## config.mk

```make
export PLATFORM = sky130hd
export DESIGN_NAME = freq_limit_dc_brake_stop
export DESIGN_NICKNAME = d
export VERILOG_FILES = /design/src/hdl/freq_brake_pkg.sv /design/src/hdl/freq_limit_dc_brake_stop.sv
export SDC_FILE = /design/constraint.sdc
export NUM_CORES = 2
export LEC_CHECK = 0
export ABC_AREA = 1
export BUFFER_PORTS_ARGS = -buffer_cell sky130_fd_sc_hd__buf_4
export CAP_MARGIN = 20
export CORE_MARGIN = 4
export CORE_UTILIZATION = 54
export DETAILED_ROUTE_END_ITERATION = 6
export GPL_TIMING_DRIVEN = 0
export PLACE_DENSITY_LB_ADDON = 0.08
export SYNTH_ARGS = -nofsm -noshare
export SYNTH_HDL_FRONTEND = slang
export SYNTH_SLANG_ARGS = --single-unit
```

## constraint.sdc

```tcl
create_clock -name clk_i -period 16.41 [get_ports clk_i]
set_input_delay 4.1025 -clock clk_i [delete_from_list [all_inputs] [get_ports clk_i]]
set_output_delay 4.1025 -clock clk_i [all_outputs]
set_load 0.03 [all_outputs]
```

## src/hdl/freq_brake_pkg.sv

```systemverilog
// constants, register map and state encoding of the frequency conditioning and stop block
package freq_brake_pkg;
   // ***********************************************************
   // register map (byte offsets, one 32-bit word each)
   // ***********************************************************
   localparam logic [7:0] OFS_CTRL        = 8'h00;
   localparam logic [7:0] OFS_TOP_FREQ    = 8'h04;
   localparam logic [7:0] OFS_START_FREQ  = 8'h08;
   localparam logic [7:0] OFS_LOWER_LIM   = 8'h0C;
   localparam logic [7:0] OFS_UPPER_LIM   = 8'h10;
   localparam logic [7:0] OFS_JUMP_BASE   = 8'h14;
   localparam logic [7:0] OFS_PRE_BLOCK   = 8'h2C;
   localparam logic [7:0] OFS_DC_DUR      = 8'h30;
   localparam logic [7:0] OFS_DC_AMT      = 8'h34;
   localparam logic [7:0] OFS_BRAKE_FREQ  = 8'h38;
   localparam logic [7:0] OFS_CMD_FREQ    = 8'h3C;
   localparam logic [7:0] OFS_STATUS      = 8'h40;
   localparam logic [7:0] OFS_OUT_FREQ    = 8'h44;
   localparam logic [7:0] OFS_DC_CURRENT  = 8'h48;
   localparam logic [7:0] OFS_RATED_CUR   = 8'h4C;

   // ***********************************************************
   // control word fields
   // ***********************************************************
   localparam int CTRL_RUN_BIT     = 0;
   localparam int CTRL_MODE_LSB    = 1;
   localparam int CTRL_LIMIT_BIT   = 3;
   localparam int CTRL_JUMP_BIT    = 4;
   localparam int CTRL_INERTIA_LSB = 5;

   // ***********************************************************
   // settings: frequencies in 0.01 Hz, block time 0.01 s, duration 0.1 s
   // ***********************************************************
   localparam logic [15:0] TOP_MIN         = 16'h0FA0;
   localparam logic [15:0] TOP_MAX         = 16'h9C40;
   localparam logic [15:0] TOP_RST         = 16'h1770;
   localparam logic [15:0] START_MIN       = 16'h000A;
   localparam logic [15:0] START_MAX       = 16'h03E8;
   localparam logic [15:0] START_RST       = 16'h0032;
   localparam logic [15:0] LOWER_RST       = 16'h0032;
   localparam logic [15:0] UPPER_RST       = 16'h1770;
   localparam logic [15:0] JLO_RST [3]     = '{16'h03E8, 16'h07D0, 16'h0BB8};
   localparam logic [15:0] JHI_RST [3]     = '{16'h05DC, 16'h09C4, 16'h0DAC};
   localparam logic [15:0] PRE_BLOCK_MAX   = 16'h1770;
   localparam logic [15:0] PRE_BLOCK_RST   = 16'h0000;
   localparam logic [15:0] DC_DUR_MAX      = 16'h0258;
   localparam logic [15:0] DC_DUR_RST      = 16'h000A;
   localparam logic [15:0] DC_AMT_MAX      = 16'h00C8;
   localparam logic [15:0] DC_AMT_RST      = 16'h0032;
   localparam logic [15:0] BRAKE_FREQ_MAX  = 16'h1770;
   localparam logic [15:0] BRAKE_FREQ_RST  = 16'h01F4;
   localparam logic [15:0] RATED_CUR_RST   = 16'h0064;
   localparam logic [15:0] PERCENT_FULL    = 16'h0064;
   localparam logic [1:0]  MODE_MAX        = 2'h2;
   localparam logic [1:0]  INERTIA_MAX     = 2'h2;
   localparam logic [4:0]  DUR_TICKS_UNIT  = 5'h0A;

   // ***********************************************************
   // timing
   // ***********************************************************
   localparam int CLK_PERIOD_NS   = 25;
   localparam int TICK_TIME_NS    = 10_000_000;
   localparam int TICK_CYCLES_DOC = TICK_TIME_NS / CLK_PERIOD_NS;

   typedef enum logic [1:0] {
      STOP_DECEL = 2'h0,
      STOP_DC    = 2'h1,
      STOP_COAST = 2'h2
   } stop_mode_e;

   typedef enum logic [2:0] {
      ST_IDLE   = 3'h0,
      ST_RUN    = 3'h1,
      ST_DECEL  = 3'h3,
      ST_BLOCK  = 3'h2,
      ST_INJECT = 3'h6,
      ST_DONE   = 3'h7
   } stop_state_e;
endpackage

```

## src/hdl/freq_limit_dc_brake_stop.sv

```systemverilog
// frequency command conditioning and stop sequencing with dc braking, classic wishbone slave
// Functional notes
// - top frequency 40.00..400.00 Hz, default 60.00; other frequencies never exceed it
// - start frequency 0.10..10.00 Hz, default 0.50; commands below it become zero
// - with limit enable the running frequency stays between lower and upper limits
// - lower limit from start to upper, default 0.50; upper to top, default 60.00
// - the commanded setting is clamped to the limits while limit enable is set
// - with jump enable the command never settles inside any of three bands
// - bands default 10-15, 20-25, 30-35 Hz; low bound never above high bound
// - band bounds accepted only between start and top frequency
// - rising setting inside a band holds output at the band low bound
// - falling setting inside a band holds output at the band high bound
// - ramping across a band skips it; output never runs inside a band
// - stop mode 1 decelerates, then injects dc at the brake start frequency
// - output blocked for pre-brake time 0.00..60.00 s before injection
// - dc is applied for the braking duration 0.0..60.0 s, default 1.0 s
// - brake amount 0..200 percent of rated current scales injected current
// - brake start frequency from start frequency to 60.00 Hz, default 5.00
// - zero brake amount or zero duration skips dc braking entirely
// - controller gain follows the inertia rate setting 0, 1 or 2
// - stop mode 0 ramps down to 0 Hz with no dc injection
// - stop mode 2 switches output off at once and lets the motor coast
`timescale 1ns/100ps
`default_nettype none
module freq_limit_dc_brake_stop
   import freq_brake_pkg::*;
#(
   parameter int          TICK_CYCLES = TICK_CYCLES_DOC,
   parameter logic [15:0] RAMP_STEP   = 16'h0064
) (
   input  wire logic        clk_i,
   input  wire logic        rst_i,
   input  wire logic        cyc_i,
   input  wire logic        stb_i,
   input  wire logic        we_i,
   input  wire logic [7:0]  adr_i,
   input  wire logic [3:0]  sel_i,
   input  wire logic [31:0] dat_i,
   output logic      [31:0] dat_o,
   output logic             ack_o,
   output logic      [15:0] freq_out_o,
   output logic             output_on_o,
   output logic             dc_inject_o,
   output logic      [15:0] dc_current_o,
   output logic      [1:0]  brake_gain_o,
   output logic             stop_done_o
);
   localparam int TW = $clog2(TICK_CYCLES);
   localparam logic [TW-1:0] TICK_LAST = TW'(TICK_CYCLES - 1);

   // ***********************************************************
   // settings
   // ***********************************************************
   logic        run_reg;
   logic [1:0]  mode_reg;
   logic        limit_en_reg;
   logic        jump_en_reg;
   logic [1:0]  inertia_reg;
   logic [15:0] top_reg;
   logic [15:0] start_reg;
   logic [15:0] lower_reg;
   logic [15:0] upper_reg;
   logic [15:0] jlo_reg [3];
   logic [15:0] jhi_reg [3];
   logic [15:0] pre_block_reg;
   logic [15:0] dc_dur_reg;
   logic [15:0] dc_amt_reg;
   logic [15:0] brake_freq_reg;
   logic [15:0] cmd_reg;
   logic [15:0] rated_reg;
   logic        ack_reg;
   logic [31:0] rdata_reg;

   // ***********************************************************
   // bus decode
   // ***********************************************************
   wire         req      = cyc_i & stb_i & ~ack_reg;
   wire         wr       = req & we_i & sel_i[0] & sel_i[1];
   wire  [15:0] wd       = dat_i[15:0];
   wire  [1:0]  wd_mode  = dat_i[CTRL_MODE_LSB+1:CTRL_MODE_LSB];
   wire  [1:0]  wd_inert = dat_i[CTRL_INERTIA_LSB+1:CTRL_INERTIA_LSB];
   wire         wr_ctrl  = wr & (adr_i == OFS_CTRL) & (wd_mode <= MODE_MAX) & (wd_inert <= INERTIA_MAX);
   wire         wr_start = wr & (adr_i == OFS_START_FREQ) & (wd >= START_MIN) & (wd <= START_MAX)
                           & (wd <= lower_reg) & (wd <= brake_freq_reg);
   wire         wr_lower = wr & (adr_i == OFS_LOWER_LIM) & (wd >= start_reg) & (wd <= upper_reg);
   wire         wr_upper = wr & (adr_i == OFS_UPPER_LIM) & (wd >= lower_reg) & (wd <= top_reg);
   wire         wr_pre   = wr & (adr_i == OFS_PRE_BLOCK) & (wd <= PRE_BLOCK_MAX);
   wire         wr_dur   = wr & (adr_i == OFS_DC_DUR) & (wd <= DC_DUR_MAX);
   wire         wr_amt   = wr & (adr_i == OFS_DC_AMT) & (wd <= DC_AMT_MAX);
   wire         wr_brake = wr & (adr_i == OFS_BRAKE_FREQ) & (wd >= start_reg) & (wd <= BRAKE_FREQ_MAX)
                           & (wd <= top_reg);
   wire         wr_cmd   = wr & (adr_i == OFS_CMD_FREQ);
   wire         wr_rated = wr & (adr_i == OFS_RATED_CUR);
   logic [2:0]  top_ok_band;
   wire         wr_top   = wr & (adr_i == OFS_TOP_FREQ) & (wd >= TOP_MIN) & (wd <= TOP_MAX)
                           & (wd >= upper_reg) & (wd >= brake_freq_reg) & (&top_ok_band);

   // ***********************************************************
   // conditioning chain
   // ***********************************************************
   logic [15:0] out_reg;
   wire  [15:0] f_clamp = (cmd_reg < start_reg) ? 16'h0000 :
                          (cmd_reg > top_reg) ? top_reg : cmd_reg;
   wire  [15:0] f_limit = !limit_en_reg ? f_clamp :
                          (f_clamp > upper_reg) ? upper_reg :
                          (f_clamp < lower_reg) ? lower_reg : f_clamp;
   wire         rising  = f_limit > out_reg;
   logic [2:0]  set_in;
   logic [2:0]  wr_jlo;
   logic [2:0]  wr_jhi;
   logic [2:0]  step_in;
   logic [15:0] step_val;

   genvar g;
   generate
      for (g = 0; g < 3; g++) begin : g_band
         localparam logic [7:0] OFS_LO = OFS_JUMP_BASE + 8'(8 * g);
         localparam logic [7:0] OFS_HI = OFS_JUMP_BASE + 8'(8 * g + 4);
         assign wr_jlo[g]      = wr & (adr_i == OFS_LO) & (wd >= start_reg) & (wd <= jhi_reg[g]);
         assign wr_jhi[g]      = wr & (adr_i == OFS_HI) & (wd >= jlo_reg[g]) & (wd <= top_reg);
         assign top_ok_band[g] = wd >= jhi_reg[g];
         assign set_in[g]      = jump_en_reg & (f_limit > jlo_reg[g]) & (f_limit < jhi_reg[g]);
         assign step_in[g]     = jump_en_reg & (step_val > jlo_reg[g]) & (step_val < jhi_reg[g]);
         always_ff @(posedge clk_i) begin
            if (rst_i) begin
               jlo_reg[g] <= JLO_RST[g];
               jhi_reg[g] <= JHI_RST[g];
            end else begin
               if (wr_jlo[g]) jlo_reg[g] <= wd;
               if (wr_jhi[g]) jhi_reg[g] <= wd;
            end
         end
      end
   endgenerate

   // first band that holds the setting decides the held edge
   wire  [1:0]  hit_idx  = set_in[0] ? 2'd0 : set_in[1] ? 2'd1 : 2'd2;
   wire  [1:0]  step_idx = step_in[0] ? 2'd0 : step_in[1] ? 2'd1 : 2'd2;
   wire  [15:0] f_target = !(|set_in) ? f_limit :
                           rising ? jlo_reg[hit_idx] : jhi_reg[hit_idx];

   // ***********************************************************
   // stop sequencer
   // ***********************************************************
   stop_state_e state_reg;
   stop_state_e state_next;
   logic [TW-1:0] tick_cnt_reg;
   logic [16:0] timer_reg;
   logic        done_reg;
   wire         tick       = tick_cnt_reg == TICK_LAST;
   wire  [15:0] goal       = (state_reg == ST_DECEL) ? 16'h0000 : f_target;
   wire  [16:0] up_sum     = {1'b0, out_reg} + {1'b0, RAMP_STEP};
   wire  [15:0] up_val     = (up_sum[15:0] > goal || up_sum[16]) ? goal : up_sum[15:0];
   wire  [15:0] dn_val     = (out_reg < goal + RAMP_STEP) ? goal : out_reg - RAMP_STEP;
   wire         ramp_up    = goal > out_reg;
   assign step_val         = ramp_up ? up_val : dn_val;
   // a ramp step that lands inside a band is moved to the far edge
   wire  [15:0] ramp_val   = !(|step_in) ? step_val :
                             ramp_up ? jhi_reg[step_idx] : jlo_reg[step_idx];
   wire         skip_dc    = (dc_amt_reg == 16'h0000) || (dc_dur_reg == 16'h0000);
   wire  [16:0] dur_ticks  = 17'(dc_dur_reg * DUR_TICKS_UNIT);
   wire         block_over = timer_reg >= {1'b0, pre_block_reg};
   wire         brake_over = timer_reg >= dur_ticks;
   wire         at_brake   = out_reg <= brake_freq_reg;
   wire  [31:0] cur_prod   = dc_amt_reg * rated_reg;
   wire  [15:0] cur_val    = 16'(cur_prod / PERCENT_FULL);

   always_comb begin
      state_next = state_reg;
      case (state_reg)
         ST_IDLE: begin
            if (run_reg) state_next = ST_RUN;
         end
         ST_RUN: begin
            if (!run_reg) begin
               if (mode_reg == STOP_COAST) state_next = ST_DONE;
               else state_next = ST_DECEL;
            end
         end
         ST_DECEL: begin
            if (run_reg) state_next = ST_RUN;
            else if (mode_reg == STOP_DC && at_brake) begin
               if (skip_dc) state_next = ST_DONE;
               else state_next = ST_BLOCK;
            end else if (out_reg == 16'h0000) state_next = ST_DONE;
         end
         ST_BLOCK: begin
            if (block_over) state_next = ST_INJECT;
         end
         ST_INJECT: begin
            if (brake_over) state_next = ST_DONE;
         end
         ST_DONE: state_next = ST_IDLE;
         default: state_next = ST_IDLE;
      endcase
   end

   always_ff @(posedge clk_i) begin
      if (rst_i) begin
         state_reg    <= ST_IDLE;
         tick_cnt_reg <= '0;
         timer_reg    <= '0;
         out_reg      <= 16'h0000;
         done_reg     <= 1'b0;
      end else begin
         state_reg    <= state_next;
         tick_cnt_reg <= (tick || state_next != state_reg) ? '0 : tick_cnt_reg + 1'b1;
         if (state_next != state_reg) timer_reg <= '0;
         else if (tick) timer_reg <= timer_reg + 17'h0_0001;
         if (state_next != ST_RUN && state_next != ST_DECEL) out_reg <= 16'h0000;
         else if (tick) out_reg <= ramp_val;
         if (state_reg == ST_DONE) done_reg <= 1'b1;
         else if (state_next == ST_RUN) done_reg <= 1'b0;
      end
   end

   // ***********************************************************
   // register writes
   // ***********************************************************
   always_ff @(posedge clk_i) begin
      if (rst_i) begin
         run_reg        <= 1'b0;
         mode_reg       <= STOP_DECEL;
         limit_en_reg   <= 1'b0;
         jump_en_reg    <= 1'b0;
         inertia_reg    <= 2'h0;
         top_reg        <= TOP_RST;
         start_reg      <= START_RST;
         lower_reg      <= LOWER_RST;
         upper_reg      <= UPPER_RST;
         pre_block_reg  <= PRE_BLOCK_RST;
         dc_dur_reg     <= DC_DUR_RST;
         dc_amt_reg     <= DC_AMT_RST;
         brake_freq_reg <= BRAKE_FREQ_RST;
         cmd_reg        <= 16'h0000;
         rated_reg      <= RATED_CUR_RST;
      end else begin
         if (wr_ctrl) begin
            run_reg      <= dat_i[CTRL_RUN_BIT];
            mode_reg     <= wd_mode;
            limit_en_reg <= dat_i[CTRL_LIMIT_BIT];
            jump_en_reg  <= dat_i[CTRL_JUMP_BIT];
            inertia_reg  <= wd_inert;
         end
         if (wr_top) top_reg <= wd;
         if (wr_start) start_reg <= wd;
         if (wr_lower) lower_reg <= wd;
         if (wr_upper) upper_reg <= wd;
         if (wr_pre) pre_block_reg <= wd;
         if (wr_dur) dc_dur_reg <= wd;
         if (wr_amt) dc_amt_reg <= wd;
         if (wr_brake) brake_freq_reg <= wd;
         if (wr_cmd) cmd_reg <= wd;
         if (wr_rated) rated_reg <= wd;
      end
   end

   // ***********************************************************
   // read path and acknowledge
   // ***********************************************************
   wire [31:0] ctrl_rd   = {25'h0, inertia_reg, jump_en_reg, limit_en_reg, mode_reg, run_reg};
   wire [31:0] status_rd = {24'h0, dc_inject_o, output_on_o, done_reg, state_reg, inertia_reg};
   logic [31:0] rd_mux;

   always_comb begin
      case (adr_i)
         OFS_CTRL:             rd_mux = ctrl_rd;
         OFS_TOP_FREQ:         rd_mux = {16'h0, top_reg};
         OFS_START_FREQ:       rd_mux = {16'h0, start_reg};
         OFS_LOWER_LIM:        rd_mux = {16'h0, lower_reg};
         OFS_UPPER_LIM:        rd_mux = {16'h0, upper_reg};
         OFS_JUMP_BASE:        rd_mux = {16'h0, jlo_reg[0]};
         OFS_JUMP_BASE + 8'h4: rd_mux = {16'h0, jhi_reg[0]};
         OFS_JUMP_BASE + 8'h8: rd_mux = {16'h0, jlo_reg[1]};
         OFS_JUMP_BASE + 8'hC: rd_mux = {16'h0, jhi_reg[1]};
         OFS_JUMP_BASE + 8'h10: rd_mux = {16'h0, jlo_reg[2]};
         OFS_JUMP_BASE + 8'h14: rd_mux = {16'h0, jhi_reg[2]};
         OFS_PRE_BLOCK:        rd_mux = {16'h0, pre_block_reg};
         OFS_DC_DUR:           rd_mux = {16'h0, dc_dur_reg};
         OFS_DC_AMT:           rd_mux = {16'h0, dc_amt_reg};
         OFS_BRAKE_FREQ:       rd_mux = {16'h0, brake_freq_reg};
         OFS_CMD_FREQ:         rd_mux = {16'h0, cmd_reg};
         OFS_STATUS:           rd_mux = status_rd;
         OFS_OUT_FREQ:         rd_mux = {16'h0, out_reg};
         OFS_DC_CURRENT:       rd_mux = {16'h0, dc_current_o};
         OFS_RATED_CUR:        rd_mux = {16'h0, rated_reg};
         default:              rd_mux = 32'h0000_0000;
      endcase
   end

   always_ff @(posedge clk_i) begin
      if (rst_i) begin
         ack_reg      <= 1'b0;
         rdata_reg    <= 32'h0000_0000;
         dc_current_o <= 16'h0000;
      end else begin
         ack_reg      <= req;
         rdata_reg    <= req ? rd_mux : 32'h0000_0000;
         dc_current_o <= (state_next == ST_INJECT) ? cur_val : 16'h0000;
      end
   end

   assign ack_o        = ack_reg;
   assign dat_o        = rdata_reg;
   assign freq_out_o   = out_reg;
   assign output_on_o  = (state_reg == ST_RUN) || (state_reg == ST_DECEL);
   assign dc_inject_o  = state_reg == ST_INJECT;
   assign brake_gain_o = inertia_reg;
   assign stop_done_o  = done_reg;
endmodule
`default_nettype wire

```

# After elaboration in Yosys (flattened, before gate mapping)
# Memories as Yosys holds them, arrays and structs flattened.
# Index checks and enable logic that the tools add are counted.
[op_classes]
div = 1
order_cmp = 49
eq_ne = 32
add_sub_neg = 5
n_shift = 0
bitwise = 76
muxes = 56
n_mul = 2
reduce_logical = 20
[ops]
columns = ["cell", "n"]
rows = [
  ["$pmux 16 s20", 1],
  ["$mux 16", 19],
  ["$gt 16x16->1", 11],
  ["$ge 16x16->1", 10],
  ["$lt 16x16->1", 9],
  ["$le 16x16->1", 8],
  ["$and 1x1->1", 67],
  ["$eq 8x6->1 const B", 8],
  ["$logic_not 16->1", 3],
  ["$div 32x7->32 const B", 1],
  ["$eq 8x5->1 const B", 4],
  ["$eq 8x7->1 const B", 4],
  ["$le 16x10->1 const B", 2],
  ["$mul 16x16->32", 1],
  ["$mux 3", 9],
  ["$mux 1", 22],
  ["$add 19x1->19 const B", 1],
  ["$eq 19x19->1 const B", 1],
  ["$add 16x7->17 const B", 1],
  ["$add 17x1->17 const B", 1],
  ["$ge 17x16->1", 1],
  ["$ge 17x17->1", 1],
  ["$add 16x7->16 const B", 1],
  ["$eq 8x4->1 const B", 2],
  ["29 further kinds", 53],
]
[word_totals]
latchBits = 0
romBits = 0
register_bits = 272
memories = 2
mem_bits_rw = 96
in_bits = 49
word_cells = 266
out_inout_bits = 70
[mem_list]
columns = ["memory", "depth", "word_bits", "read_ports", "rd_clocked_by_memory_dff", "write_ports", "line_no", "text"]
rows = [
  ["jhi_reg", 3, 16, 5, 0, 3, "freq_limit_dc_brake_stop.sv:64", "logic [15:0] jhi_reg [3];"],
  ["jlo_reg", 3, 16, 5, 0, 3, "freq_limit_dc_brake_stop.sv:63", "logic [15:0] jlo_reg [3];"],
]

# Longest topological paths before layout
# An unclocked memory read counts as a cell.
[depth]
depth_word = 28
ltp_mapped = 163
ltp_nobuf = 161

# Worst setup path after synthesis
# OpenSTA, ideal clock, no wires.
[synth_path]
kind = "register to register"
startpoint = "reg rated_reg[3]"
endpoint = "reg dc_current_o[0]"
arrival_ns = 15.350
required_ns = 16.285
period_less_slack_ns = 15.475
slack_ns = 0.935
setup_time_ns = 0.125
path_buffers = 2
stages_incl_launch_ff = 136
path_cell_list = "dfxtp_1 -> clkbuf_1 -> clkbuf_1 -> nand2_1 -> fa_1 -> inv_1 -> fa_1 -> inv_1 -> fa_1 -> inv_1 -> fa_1 -> fa_1 -> inv_1 -> fa_1 -> inv_1 -> ha_1 -> nand2_1 -> inv_1 -> [... 100 more ...] -> nand2_4 -> nand2_1 -> nand2_2 -> nor2_2 -> nand2_2 -> nand2_2 -> nand2_2 -> nand4_1 -> nand2_2 -> nand2_4 -> nand2_1 -> nand2_2 -> nor2_1 -> nand2_1 -> nand2_1 -> nand3_1 -> nand3_1 -> nor2_1"
[synth_via]
elab_chain_len = 2
[synth_lines]
columns = ["item", "line_no", "text"]
rows = [
  ["from (decl)", "freq_limit_dc_brake_stop.sv:70", "logic [15:0] rated_reg;"],
  ["from (signal assigned)", "freq_limit_dc_brake_stop.sv:254", "if (wr_rated) rated_reg <= wd;"],
  ["$mul 16x16->32", "freq_limit_dc_brake_stop.sv:165", "wire [31:0] cur_prod = dc_amt_reg * rated_reg;"],
  ["$div 32x7->32", "freq_limit_dc_brake_stop.sv:166", "wire [15:0] cur_val = 16'(cur_prod / PERCENT_FULL);"],
  ["to (signal assigned)", "freq_limit_dc_brake_stop.sv:299", "dc_current_o <= (state_next == ST_INJECT) ? cur_val : 16'h0000;"],
  ["to (decl)", "freq_limit_dc_brake_stop.sv:44", "output logic [15:0] dc_current_o,"],
]
# No other way between the ends.
# A chain may end at the register's enable or synchronous reset.

# Worst setup path in the final report
# Ends and elaborated chain as after synthesis.

==> metrics <==
leakage=26.02 nW; area of the multi-input gates=0.03308 sq mm; Reg area=approximately 0.0081 sq mm; commonest non-fill, non-tap cell in the layout=nand2_1; pre-CTS setup slack=-1.645 ns; DP Wirelength=roughly 150 mm; critical path type=register to register; CP Data Required Time=16.88 ns; first-pass GRT wire length=288.2 mm; Max-cap violations=0; register area share after synthesis=a little under a fifth; wire per inst=between 20 and 30 microns; H-tree lvl count=2; Final ANT Viol Nets=0; GRT Util Overall=45.30%; Setup WS post-layout=-0.6070 ns; fin nets=7,171; period utilisation layout=103.7%; Core Region=0.08042 sq mm; unrepaired setup endpoints after global routing=yes; Crit Reg-Reg Startpoint=rated_reg[3]; WP data arrival=17.49 ns; drt pass-1 iters=7; final cell count without fillers=~7.4k; r2r worst-path depth=approximately 130; initial antenna violation count=12; vias in the first global route=43.95k; Vias=about 47k; Final Hold Fails=0; Synth warnings=0; Final Max Tran Viols=0; Area growth syn-to-layout=16.63%; Hold Path End=tick_cnt_reg[0]; Synth Flop Type=dfxtp_1; power density over the cells=~43 mW/mm^2; setup slack, reg-to-reg=-0.61 ns; Fin Clk Skew=~0.044 ns; crit-path max FO=8; DR iter-0 viols=5,830; Initial Util=between 50% and 60%; f_max=around 59 MHz; CTS Root Cell=clkbuf_16; crit path launch type=register; commonest non-fill, non-tap cells in the layout=nand2_1, inv_1, ha_1; grt ovf=0; status=finished, violations left; Cells after DPL=7,149; CTS tree=yes; io pins=119; Max Buffers Root-to-Sink=3; layout cells sized above 1=~15%; TritonCTS Buffers=42; CTS sink cnt=~350; worst vdd ir=~0.11 mV; endpoint class of the critical path=register; Yosys reg bits=352; Clock transition at path regs=roughly 0.060 ns; Hold Crit Start=tick_cnt_reg[0]; Clk Latency, worst-skew pair=just over 0.6 ns; HP Class=register to register; failing checks=design-rule violations, negative setup slack; die span in x=just under 300 microns; Post-synth EDFFs=96; worst slew pin tran=around 1.2 ns; final hold slack=0.4528 ns; fin crit period=approximately 17 ns; pin count of the biggest net entering global routing=21; routed wire length=around 200 mm; Slowest-stage cell, CP=fa_2; hold path depth=1; area leader, netlist=ha_1; Hold-fix buffers, CTS=0; die area=0.08563 sq mm; vias per cell=about 6.4; gpl congestion=approximately 1.1; fin util=roughly 63%; Rel. slew slack=a little under a fifth; area fraction of the dominant cell type after synthesis=19.13%; Cell variety after synth=78; Worst R2R End=dc_current_o[0]; Die H=between 200 and 300 microns; Mapped Area=~0.044 sq mm; CP max stage delay=~0.63 ns; FFs w/ async S/R, synth=0%; Fill cells=7,032; Rows=104; synth top area cells=ha_1, dfxtp_1, nand2_1, fa_1, inv_1; Residual DRC=3; setup violators final=3; Syn Inst Count=roughly 6.0k; PortBufs=84; cell mode on critical path=nand2_4; syn avg cell area=7.308 sq um
[cell type report]
class | count | share of cell area, %
antenna | 9 | 0.04414
buffer | 192 | 2.234
clock buffer | 53 | 2.241
clock inverter | 24 | 0.6155
inverter | 1023 | 7.612
multi-input combinational | 4402 | 64.83
sequential | 352 | 15.92
tap | 1060 | 2.599
timing repair buffer | 245 | 3.897
[cell families after synthesis]
family | after synthesis | synth area share, %
simple gates | 2206 | 23.47
compound gates | 1224 | 17.31
fa+ha+maj | 864 | 28.06
mux | 1 | 0.02288
xor+xnor | 91 | 1.925
buf+inv | 1247 | 10.90
other cells | 1 | 0.008572
flops | 352 | 18.30
[per-layer routing]
metal  vias to the layer above  global-route usage, %  part of all wire, %
met1                     22020                  54.06                   35
li1                      20800                      -                    -
met4                         8                  33.86                  9.8
met3                       949                  13.03                   12
met2                      3157                  69.38                   43
met5                         -                      0                0.025
[synthesized netlist by cell type (22+ instances only)]
cell type     n
nand2_1    1062
o221ai_1     52
o211ai_1     64
o22ai_1     114
ha_1        669
fa_1        195
inv_2        30
nand2_2     115
xor2_1       66
a21oi_1     418
nand2_4      45
a211oi_1     44
dfxtp_1     256
edfxtp_1     96
nor2_1      440
a221oi_1     69
inv_1       971
clkbuf_1    193
nor3_1       84
nand3_1     216
nand4_1     114
xnor2_1      22
nor4_1       38
o21ai_0     261
o21a_1       26
[power breakdown]
part	switching (mW)	internal, mW	leakage (nW)
Sequential	0.00938	0.893	2.94
Clock	0.426	0.594	0.719
Combinational	0.192	0.0668	22.4
[worst max-delay path: cells and delay by family (launching register included)]
family / cells / cell delay [ns]
simple gates: 113 / 11.44
fa+ha+maj: 7 / 3.40
buf+inv: 9 / 0.94
flops: 1 / 0.42
compound gates: 3 / 0.40
xor+xnor: 1 / 0.23
[through the flow]
step | power (mW) | cell area (sq um) | setup TNS [ns]
after floorplan | 1.058 | 43800 | 0
after global placement | 1.158 | 45760 | -21.77
after detailed placement | 1.162 | 45850 | -15.85
after CTS | 2.151 | 49220 | -0.006937
after global routing | 2.216 | 51000 | -4.823
final | 2.181 | 51020 | -1.197
[how the worst max path moves through the flow]
stage                 endpoint  cells past startpoint     startpoint  slack, ns
6_report       dc_current_o[0]                    133   rated_reg[3]      -0.61
5_1_grt        dc_current_o[0]                    133  rated_reg[15]      -1.61
4_1_cts        dc_current_o[0]                    142   rated_reg[3]     -0.007
3_5_place_dp   dc_current_o[0]                    132  dc_amt_reg[5]      -1.65
3_3_place_gp   dc_current_o[0]                    126  dc_amt_reg[5]      -1.44
2_1_floorplan  dc_current_o[0]                    135   rated_reg[3]       0.93
[timing repair]
action	4_1_cts	5_1_grt
pin swaps	120	209
gates resized for setup	336	329
hold endpoints to repair	0	0
endpoints found under the setup margin	21	21
setup buffers	91	64
cloned	0	1
Power figures use the tool's default switching activity.
